--- config.mk ---
export PLATFORM = sky130hd
export DESIGN_NAME = pmc_power_mode_controller
export DESIGN_NICKNAME = d
export VERILOG_FILES = /design/src/shared/pmc_pkg.sv /design/src/core/pmc_power_mode_controller.sv
export SDC_FILE = /design/constraint.sdc
export NUM_CORES = 1
export LEC_CHECK = 0
export BUFFER_PORTS_ARGS = -buffer_cell sky130_fd_sc_hd__buf_2
export CORE_ASPECT_RATIO = 1.5
export CORE_MARGIN = 2
export CORE_UTILIZATION = 47
export DETAILED_ROUTE_END_ITERATION = 8
export GPL_ROUTABILITY_DRIVEN = 0
export PLACE_DENSITY_LB_ADDON = 0.15
export REMOVE_ABC_BUFFERS = 1
export SLEW_MARGIN = 20
export SYNTH_ARGS = -nofsm -noshare
export SYNTH_HDL_FRONTEND = slang
export SYNTH_SLANG_ARGS = --single-unit
--- constraint.sdc ---
create_clock -name clk -period 4.2 [get_ports clk]
set_input_delay 1.05 -clock clk [delete_from_list [all_inputs] [get_ports clk]]
set_output_delay 1.05 -clock clk [all_outputs]
set_load 0.1 [all_outputs]
--- src/shared/pmc_pkg.sv ---
/*
  Constants, register map and mode enumeration of the power-mode controller.
  Assumes a 32-bit APB slave at 125 MHz with word-aligned registers.
*/
// Behaviour
// - Idle halts core, peripherals keep clocks
// - Idle bit enters idle; any interrupt wakes
// - Suspend/snooze stop core, peripherals, fast oscillators
// - Suspend keeps regulators in normal bias
// - Software selects fast_osc_a before snooze
// - Snooze puts regulators in low bias
// - Timers 3/4 may run on slow_osc/8
// - Six wake sources end suspend or snooze
// - Shutdown cuts internal power, keeps 5V, pins
// - Only reset leaves shutdown
// - Reset clock is fast_osc_a divided by 8
// - Divider offers 1 to 128 in powers of two
// - Unused digital peripherals are clock gated
package pmc_pkg;
  localparam logic [11:0] PowerCtlAOffs = 12'h000;
  localparam logic [11:0] PowerCtlBOffs = 12'h004;
  localparam logic [11:0] RegulatorCtlOffs = 12'h008;
  localparam logic [11:0] ClockCtlOffs = 12'h00c;
  localparam logic [11:0] PeriphEnOffs = 12'h010;
  localparam logic [11:0] StatusOffs = 12'h014;
  localparam logic [11:0] IrqStatusOffs = 12'h018;
  localparam logic [11:0] IrqMaskOffs = 12'h01c;
  // power_ctl_a fields
  localparam int IdleBit = 0;
  localparam int StopBit = 1;
  // power_ctl_b fields
  localparam int SuspendBit = 0;
  localparam int SnoozeBit = 1;
  // regulator_control fields
  localparam int ShutdownCfgBit = 0;
  localparam int Reg5vEnBit = 1;
  // clock control fields
  localparam int ClkSrcLsb = 0;
  localparam int ClkDivLsb = 4;
  localparam logic [1:0] SrcFastOscA = 2'h0;
  localparam logic [1:0] SrcFastOscB = 2'h1;
  localparam logic [1:0] SrcSlowOsc = 2'h2;
  localparam logic [1:0] SrcExtClk = 2'h3;
  localparam logic [2:0] ClkDivReset = 3'h3;
  localparam logic [7:0] PeriphEnReset = 8'hff;
  localparam int NumWake = 6;
  localparam int SlowDivide = 8;
  localparam int WakeUsb = 0;
  localparam int WakeTimer4 = 1;
  localparam int WakeSpi = 2;
  localparam int WakeI2c = 3;
  localparam int WakePortMatch = 4;
  localparam int WakeCmp0 = 5;
  // Interrupt status: bit0 woke, bit1 illegal shutdown entry attempt
  localparam int IrqWoke = 0;
  localparam int IrqBadStop = 1;
  typedef enum logic [2:0] {ModeNormal, ModeIdle, ModeSuspend, ModeSnooze, ModeShutdown}
    pmc_mode_t;
endpackage

--- src/core/pmc_power_mode_controller.sv ---
/*
  Power-mode controller: APB registers, mode sequencer, clock and bias controls.
  Assumes wake and interrupt inputs are pins or other-domain signals, synchronised here;
  the clock gate enables drive gating cells outside this block.
*/
// Our own choices: the APB register port and the register offsets.
module pmc_power_mode_controller #(
  parameter int NumPeriph = 8
) (
  // Clock and reset
  input wire logic clk,
  input wire logic rst_n,
  // APB slave
  input wire logic psel,
  input wire logic penable,
  input wire logic pwrite,
  input wire logic [11:0] paddr,
  input wire logic [31:0] pwdata,
  output logic [31:0] prdata,
  output logic pready,
  output logic pslverr,
  // Event inputs
  input wire logic anyIrq,
  input wire logic [pmc_pkg::NumWake-1:0] wakeSrc,
  // Clock and power controls
  output logic coreClkEn,
  output logic [NumPeriph-1:0] periphClkEn,
  output logic fastOscAEn,
  output logic fastOscBEn,
  output logic [1:0] coreClockSel,
  output logic [2:0] coreClockDiv,
  output logic slowTimerClkEn,
  output logic regLowBias,
  output logic internalPowerOff,
  output logic reg5vKeep,
  output logic pinRetain,
  output logic irq
);

  // Divide-by-power-of-two: ratio for a 3-bit code
  function automatic logic [7:0] divRatio(input logic [2:0] code);
    divRatio = 8'h01 << code;
  endfunction

  function automatic logic [31:0] zext8(input logic [7:0] v);
    zext8 = {24'h000000, v};
  endfunction

  logic [1:0] irqSync1, irqSync2;
  logic [pmc_pkg::NumWake-1:0] wakeSync1, wakeSync2, wakeDly;
  logic irqSeen;
  logic [pmc_pkg::NumWake-1:0] wakeRise;

  always_ff @(posedge clk or negedge rst_n)
  begin
    if (!rst_n)
    begin
      irqSync1 <= 2'h0;
      irqSync2 <= 2'h0;
      wakeSync1 <= '0;
      wakeSync2 <= '0;
      wakeDly <= '0;
    end
    else
    begin
      irqSync1 <= {1'b0, anyIrq};
      irqSync2 <= irqSync1;
      wakeSync1 <= wakeSrc;
      wakeSync2 <= wakeSync1;
      wakeDly <= wakeSync2;
    end
  end

  assign irqSeen = irqSync2[0];
  // Edge detect so a held level does not re-wake right after re-entry
  assign wakeRise = wakeSync2 & ~wakeDly;

  // Registers
  pmc_pkg::pmc_mode_t mode_reg, mode_next;
  logic [1:0] pctlA_reg, pctlA_next;
  logic [1:0] pctlB_reg, pctlB_next;
  logic [1:0] regCtl_reg, regCtl_next;
  logic [1:0] clkSrc_reg, clkSrc_next;
  logic [2:0] clkDiv_reg, clkDiv_next;
  logic [7:0] periphEn_reg, periphEn_next;
  logic [1:0] irqStat_reg, irqStat_next;
  logic [1:0] irqMask_reg, irqMask_next;
  logic [31:0] prdata_reg, prdata_next;
  logic pready_reg, pready_next;
  logic pslverr_reg, pslverr_next;
  logic [15:0] outs_reg, outs_next;

  logic setup, wr, hit;
  logic [1:0] evt;
  logic wakeNow;

  assign setup = psel && !penable;
  assign wr = setup && pwrite;

  always_comb
  begin
    mode_next = mode_reg;
    pctlA_next = pctlA_reg;
    pctlB_next = pctlB_reg;
    regCtl_next = regCtl_reg;
    clkSrc_next = clkSrc_reg;
    clkDiv_next = clkDiv_reg;
    periphEn_next = periphEn_reg;
    irqMask_next = irqMask_reg;
    prdata_next = prdata_reg;
    pready_next = 1'b0;
    pslverr_next = 1'b0;
    evt = 2'h0;
    hit = 1'b1;
    wakeNow = 1'b0;

    // Register access, answered one cycle after setup
    if (setup)
    begin
      pready_next = 1'b1;
      prdata_next = 32'h00000000;
      unique case (paddr)
        pmc_pkg::PowerCtlAOffs: prdata_next = {30'h0, pctlA_reg};
        pmc_pkg::PowerCtlBOffs: prdata_next = {30'h0, pctlB_reg};
        pmc_pkg::RegulatorCtlOffs: prdata_next = {30'h0, regCtl_reg};
        pmc_pkg::ClockCtlOffs: prdata_next = {25'h0, clkDiv_reg, 2'h0, clkSrc_reg};
        pmc_pkg::PeriphEnOffs: prdata_next = zext8(periphEn_reg);
        pmc_pkg::StatusOffs: prdata_next = {21'h0, divRatio(clkDiv_reg), mode_reg};
        pmc_pkg::IrqStatusOffs: prdata_next = {30'h0, irqStat_reg};
        pmc_pkg::IrqMaskOffs: prdata_next = {30'h0, irqMask_reg};
        default: hit = 1'b0;
      endcase
      pslverr_next = !hit;
      if (!hit)
        prdata_next = 32'h00000000;
    end

    // Writes only while normal (IrqStatus clear below is taken in any mode): core is halted otherwise
    if (wr && mode_reg == pmc_pkg::ModeNormal)
    begin
      unique case (paddr)
        pmc_pkg::PowerCtlAOffs:
        begin
          pctlA_next[pmc_pkg::IdleBit] = pwdata[pmc_pkg::IdleBit];
          // Stop honoured only with shutdown flag armed beforehand
          if (pwdata[pmc_pkg::StopBit] && !regCtl_reg[pmc_pkg::ShutdownCfgBit])
            evt[pmc_pkg::IrqBadStop] = 1'b1;
          else
            pctlA_next[pmc_pkg::StopBit] = pwdata[pmc_pkg::StopBit];
        end
        pmc_pkg::PowerCtlBOffs: pctlB_next = pwdata[1:0];
        pmc_pkg::RegulatorCtlOffs: regCtl_next = pwdata[1:0];
        pmc_pkg::ClockCtlOffs:
        begin
          clkSrc_next = pwdata[pmc_pkg::ClkSrcLsb +: 2];
          clkDiv_next = pwdata[pmc_pkg::ClkDivLsb +: 3];
        end
        pmc_pkg::PeriphEnOffs: periphEn_next = pwdata[7:0];
        pmc_pkg::IrqMaskOffs: irqMask_next = pwdata[1:0];
        default: hit = hit;
      endcase
    end

    // Mode sequencer; priority stop > snooze > suspend > idle
    unique case (mode_reg)
      pmc_pkg::ModeNormal:
      begin
        if (pctlA_reg[pmc_pkg::StopBit])
          mode_next = pmc_pkg::ModeShutdown;
        else if (pctlB_reg[pmc_pkg::SnoozeBit])
          mode_next = pmc_pkg::ModeSnooze;
        else if (pctlB_reg[pmc_pkg::SuspendBit])
          mode_next = pmc_pkg::ModeSuspend;
        else if (pctlA_reg[pmc_pkg::IdleBit])
          mode_next = pmc_pkg::ModeIdle;
      end
      pmc_pkg::ModeIdle: wakeNow = irqSeen;
      pmc_pkg::ModeSuspend, pmc_pkg::ModeSnooze: wakeNow = |wakeRise;
      pmc_pkg::ModeShutdown: wakeNow = 1'b0;
    endcase

    if (wakeNow)
    begin
      mode_next = pmc_pkg::ModeNormal;
      pctlA_next = 2'h0;
      pctlB_next = 2'h0;
      evt[pmc_pkg::IrqWoke] = 1'b1;
    end

    // Control outputs, registered
    outs_next = 16'h0000;
    outs_next[0] = mode_reg == pmc_pkg::ModeNormal;
    outs_next[1] = mode_reg == pmc_pkg::ModeNormal || mode_reg == pmc_pkg::ModeIdle;
    outs_next[2] = outs_next[1] || mode_reg == pmc_pkg::ModeNormal;
    outs_next[3] = mode_reg == pmc_pkg::ModeSnooze;
    outs_next[4] = mode_reg == pmc_pkg::ModeShutdown;
    outs_next[5] = outs_next[4] && regCtl_reg[pmc_pkg::Reg5vEnBit];
    outs_next[6] = mode_reg == pmc_pkg::ModeSuspend || mode_reg == pmc_pkg::ModeSnooze;
  end

  // Set wins over write-one clear
  always_comb
  begin
    irqStat_next = irqStat_reg;
    if (wr && paddr == pmc_pkg::IrqStatusOffs)
      irqStat_next = irqStat_reg & ~pwdata[1:0];
    irqStat_next = irqStat_next | evt;
  end

  always_ff @(posedge clk or negedge rst_n)
  begin
    if (!rst_n)
    begin
      mode_reg <= pmc_pkg::ModeNormal;
      pctlA_reg <= 2'h0;
      pctlB_reg <= 2'h0;
      regCtl_reg <= 2'h0;
      clkSrc_reg <= pmc_pkg::SrcFastOscA;
      clkDiv_reg <= pmc_pkg::ClkDivReset;
      periphEn_reg <= pmc_pkg::PeriphEnReset;
      irqStat_reg <= 2'h0;
      irqMask_reg <= 2'h0;
      prdata_reg <= 32'h00000000;
      pready_reg <= 1'b0;
      pslverr_reg <= 1'b0;
      outs_reg <= 16'h0007;
    end
    else
    begin
      mode_reg <= mode_next;
      pctlA_reg <= pctlA_next;
      pctlB_reg <= pctlB_next;
      regCtl_reg <= regCtl_next;
      clkSrc_reg <= clkSrc_next;
      clkDiv_reg <= clkDiv_next;
      periphEn_reg <= periphEn_next;
      irqStat_reg <= irqStat_next;
      irqMask_reg <= irqMask_next;
      prdata_reg <= prdata_next;
      pready_reg <= pready_next;
      pslverr_reg <= pslverr_next;
      outs_reg <= outs_next;
    end
  end

  logic irq_reg;
  always_ff @(posedge clk or negedge rst_n)
  begin
    if (!rst_n)
      irq_reg <= 1'b0;
    else
      irq_reg <= |(irqStat_next & irqMask_next);
  end

  logic [NumPeriph-1:0] periphGate_reg;
  always_ff @(posedge clk or negedge rst_n)
  begin
    if (!rst_n)
      periphGate_reg <= {NumPeriph{1'b1}};
    else
      periphGate_reg <= {NumPeriph{outs_next[1]}} & NumPeriph'(periphEn_next);
  end

  assign prdata = prdata_reg;
  assign pready = pready_reg;
  assign pslverr = pslverr_reg;
  assign coreClkEn = outs_reg[0];
  assign periphClkEn = periphGate_reg;
  assign fastOscAEn = outs_reg[1];
  assign fastOscBEn = outs_reg[2];
  assign regLowBias = outs_reg[3];
  assign internalPowerOff = outs_reg[4];
  assign reg5vKeep = outs_reg[5];
  assign pinRetain = outs_reg[4];
  assign slowTimerClkEn = outs_reg[6];
  assign coreClockSel = clkSrc_reg;
  assign coreClockDiv = clkDiv_reg;
  assign irq = irq_reg;

  // Assertions
  a_idle_core_off: assert property (@(posedge clk) disable iff (!rst_n)
    mode_reg == pmc_pkg::ModeIdle |=> !coreClkEn && fastOscAEn)
    else $error("idle clocks wrong");
  a_idle_irq_wake: assert property (@(posedge clk) disable iff (!rst_n)
    mode_reg == pmc_pkg::ModeIdle && irqSeen |=> mode_reg == pmc_pkg::ModeNormal)
    else $error("idle did not wake");
  a_sleep_clocks_off: assert property (@(posedge clk) disable iff (!rst_n)
    (mode_reg == pmc_pkg::ModeSuspend || mode_reg == pmc_pkg::ModeSnooze) |=>
    !fastOscAEn && !fastOscBEn && periphClkEn == '0)
    else $error("sleep clocks running");
  a_suspend_bias: assert property (@(posedge clk) disable iff (!rst_n)
    mode_reg == pmc_pkg::ModeSuspend |=> !regLowBias)
    else $error("suspend bias low");
  a_snooze_bias: assert property (@(posedge clk) disable iff (!rst_n)
    mode_reg == pmc_pkg::ModeSnooze |=> regLowBias && slowTimerClkEn)
    else $error("snooze bias wrong");
  a_stop_needs_cfg: assert property (@(posedge clk) disable iff (!rst_n)
    mode_reg == pmc_pkg::ModeNormal && $rose(pctlA_reg[pmc_pkg::StopBit]) |->
    $past(regCtl_reg[pmc_pkg::ShutdownCfgBit]))
    else $error("stop without config");
  a_shutdown_sticks: assert property (@(posedge clk) disable iff (!rst_n)
    mode_reg == pmc_pkg::ModeShutdown |=> mode_reg == pmc_pkg::ModeShutdown)
    else $error("left shutdown");
  a_wake_clears: assert property (@(posedge clk) disable iff (!rst_n)
    (mode_reg == pmc_pkg::ModeSuspend || mode_reg == pmc_pkg::ModeSnooze) && |wakeRise |=>
    mode_reg == pmc_pkg::ModeNormal && pctlB_reg == 2'h0)
    else $error("wake missed");
  a_shutdown_pins: assert property (@(posedge clk) disable iff (!rst_n)
    mode_reg == pmc_pkg::ModeShutdown |=> internalPowerOff && pinRetain)
    else $error("shutdown outputs");
  a_div_range: assert property (@(posedge clk) disable iff (!rst_n)
    wr && mode_reg == pmc_pkg::ModeNormal && paddr == pmc_pkg::ClockCtlOffs |=>
    coreClockDiv == $past(pwdata[pmc_pkg::ClkDivLsb +: 3]))
    else $error("divider setting not taken");
  c_idle: cover property (@(posedge clk) mode_reg == pmc_pkg::ModeIdle ##1 mode_reg == pmc_pkg::ModeNormal);
  c_suspend: cover property (@(posedge clk) mode_reg == pmc_pkg::ModeSuspend);
  c_snooze: cover property (@(posedge clk) mode_reg == pmc_pkg::ModeSnooze);
  c_shutdown: cover property (@(posedge clk) mode_reg == pmc_pkg::ModeShutdown);

endmodule // pmc_power_mode_controller

==> flow_metrics.tcl <==
set metrics [dict create \
    die_y_um 105 \
    grt_pass1_wl_um 10400 \
    postCtsResizedCells 0 \
    yosys.area.top_type "dfrtp_1" \
    dr.pass1.iters 4 \
    port_buffers 66 \
    path_clk_slew_ns 0.08 \
    crit_slowest_cell "nor4b_1" \
    hp-class "flip-flop to flip-flop" \
    path_class "primary input to flip-flop" \
    initial_core_util_pct 48.9 \
    antenna_found_initial 0 \
    synth_cells 257 \
    critical_path.startpoint_type "primary input" \
    synth_edf_count 0 \
    min_period_ns 2.81 \
    synth-seq-area-share_pct 59.6 \
    synth_area_leaders "dfrtp_1 (42%), dfstp_2 (17%), buf_4 (5.2%)" \
    netSwitchingFraction_pct 29.9 \
    clock.fmax_mhz 356 \
    cts_buffers 9 \
    status "completed" \
    worst_slew_pin_slew_ns 0.914 \
    synth_top_area_share_pct 42.4 \
    post-route-drc-count 0 \
    largest_reg_flops 11 \
    syn-cell-area_mm2 0.00319 \
    drtIter0Drc 120 \
    setup_viol 0 \
    r2r_end "regCtl_reg[1]" \
    cts_tree "built" \
    whs_ns 0.351 \
    max_cap_violations 0 \
    drt_wl_total_um 6360 \
    ir_drop_v 0.000326 \
    fp.coreArea_mm2 0.00653 \
    routed-via-count 2115 \
    clock_latency_ns 0.34 \
    hpwl_um 4620 \
    fin_crit_sh_pct 66.9 \
    syn_avg_cell_area_um2 12.4 \
    p_switching_mw 0.458 \
    min-delay-start "irqSync1[0]" \
    postCtsHoldBufs 0 \
    ys_async_sr_fraction_pct 100 \
    fin_tns_setup_ns 0 \
    worst_clock_skew_ns 0.00536 \
    ys_seq_elements 75 \
    grt_pass1_vias 2078 \
    cp-end-kind "flip-flop" \
    arrival_ns 3.04 \
    ioPinCount 112 \
    rows 36 \
    final_cell_mix "buf_2 (66), dfrtp_1 (54), conb_1 (21), dfstp_2 (21), nor2_1 (13)" \
    cts_max_level 3 \
    rrSetupSlack_ns 2.06 \
    worstPathRequired_ns 4.43 \
    final_hold_viol_count 0 \
    die_area_mm2 0.00748 \
    synth_ff_type "dfrtp_1" \
    crit_family "simple AND/OR/NAND/NOR gates" \
    seqPwrFrac_pct 49.6 \
    slew_violations 0 \
    grt_usage_pct 18.2 \
    cts.sinks 75 \
    fill_cells 586 \
    critPathMaxFanout 16 \
    rr_startpoint "mode_reg[1]" \
    die_width_um 71.3 \
    nNetsFinal 382 \
    wire_per_inst_um 15.6 \
    yosysUniqueCellTypes 50 \
    crit_path_max_incr_delay_ns 0.59 \
    min_path_cells 0 \
    drive_gt1_share_pct 38.7 \
    mostFrequentLayoutCell "buf_2" \
    p_int_mw 1.07 \
    slew_headroom_pct 38.5 \
    comb_power_share_pct 14.1 \
    via_per_inst 5.20 \
    leakagePower_nw 1.82 \
    antenna_cells 0 \
    grt_max_degree 57 \
    rsz0062_at_grt "false" \
    rr_worst_depth 4 \
    ctsRootBufferMaster "clkbuf_8" \
    critPathBufInv 2 \
    cts_setup_buffers 0 \
    grt_overflow_total 0 \
    whs_endpoint "irqSync2[0]" \
    powerDensity_mw_per_mm2 415 \
    syn2layout_area_growth_pct 15.8 \
    ant_nets 0 \
    synth_warnings 0 \
    pwr-share-clk_pct 36.3 \
    clock_path_buffers 2 \
    path_cells "buf_2 -> nand2b_1 -> inv_1 -> nand3_4 -> nor4b_1 -> mux2_2" \
]
==> power groups by stage <==
stage | logic, mW | registers (mW) | clock network (mW)
after floorplan | 0.114 | 0.819 | 0
after global placement | 0.217 | 0.772 | 0
after detailed placement | 0.218 | 0.773 | 0
after CTS | 0.218 | 0.760 | 0.574
final | 0.216 | 0.759 | 0.556
after global routing | 0.230 | 0.763 | 0.607
==> cells in the mapped netlist (all sizes together) (3+ instances only) <==
| cell | count |
|---|---|
| nor2 | 13 |
| and2 | 10 |
| dfrtp | 54 |
| nand2 | 12 |
| inv | 11 |
| a21oi | 4 |
| mux2 | 16 |
| clkbuf | 3 |
| nand3 | 12 |
| o21ai | 9 |
| a31oi | 3 |
| buf | 27 |
| nor4 | 9 |
| mux2i | 7 |
| dfstp | 21 |
| nand2b | 3 |
| a21o | 4 |
| nor3 | 7 |
| nor4b | 3 |
==> worst max path at each step <==
stage | startpoint | endpoint | slack, ns | cells after the start
after floorplan | penable | coreClockDiv[2] | 1.48 | 5
after global placement | penable | periphClkEn[1] | 1.04 | 7
after detailed placement | penable | periphClkEn[1] | 1.04 | 7
after CTS | penable | periphClkEn[4] | 1.40 | 7
after global routing | penable | periphClkEn[4] | 1.25 | 7
final | penable | regCtl_reg[1] | 1.39 | 6
==> through the flow <==
| step | power [mW] | std cells | util [%] | worst slack (ns) | cell area (um^2) |
|---|---|---|---|---|---|
| after floorplan | 0.933 | 247 | - | 1.48 | 3050 |
| after global placement | 0.989 | 391 | 53.5 | 1.04 | 3490 |
| after detailed placement | 0.991 | 391 | 53.5 | 1.04 | 3490 |
| after CTS | 1.55 | 407 | 56.6 | 1.40 | 3690 |
| after global routing | 1.60 | 407 | 56.6 | 1.25 | 3690 |
| final | 1.53 | 407 | 56.6 | 1.39 | 3690 |
==> layout make-up <==
class	instances	area (um^2)	share of cell area, %
sequential	75	1900	51.5
multi-input combinational	161	1110	30.0
timing repair buffer	68	345	9.35
clock buffer	11	141	3.83
tap	76	95.1	2.57
clock inverter	5	58.8	1.59
inverter	11	41.3	1.12
==> cell families (layout without fill, tap and decap cells) <==
kind of cell | after synthesis | in the layout | synth area share (%)
simple gates | 78 | 78 | 15.1
flops | 75 | 75 | 59.6
buf+inv | 41 | 95 | 7.96
compound gates | 39 | 39 | 8.78
mux | 23 | 23 | 8.43
other cells | 1 | 21 | 0.118
==> layer usage <==
metal,track usage [%],routed length (um),vias up
met2,31.3,3480,66
met4,5.66,61,0
met3,5.01,314,6
met1,21.9,2500,1037
met5,0,0,-
li1,-,-,1006
(Power assumes the default switching activity.)
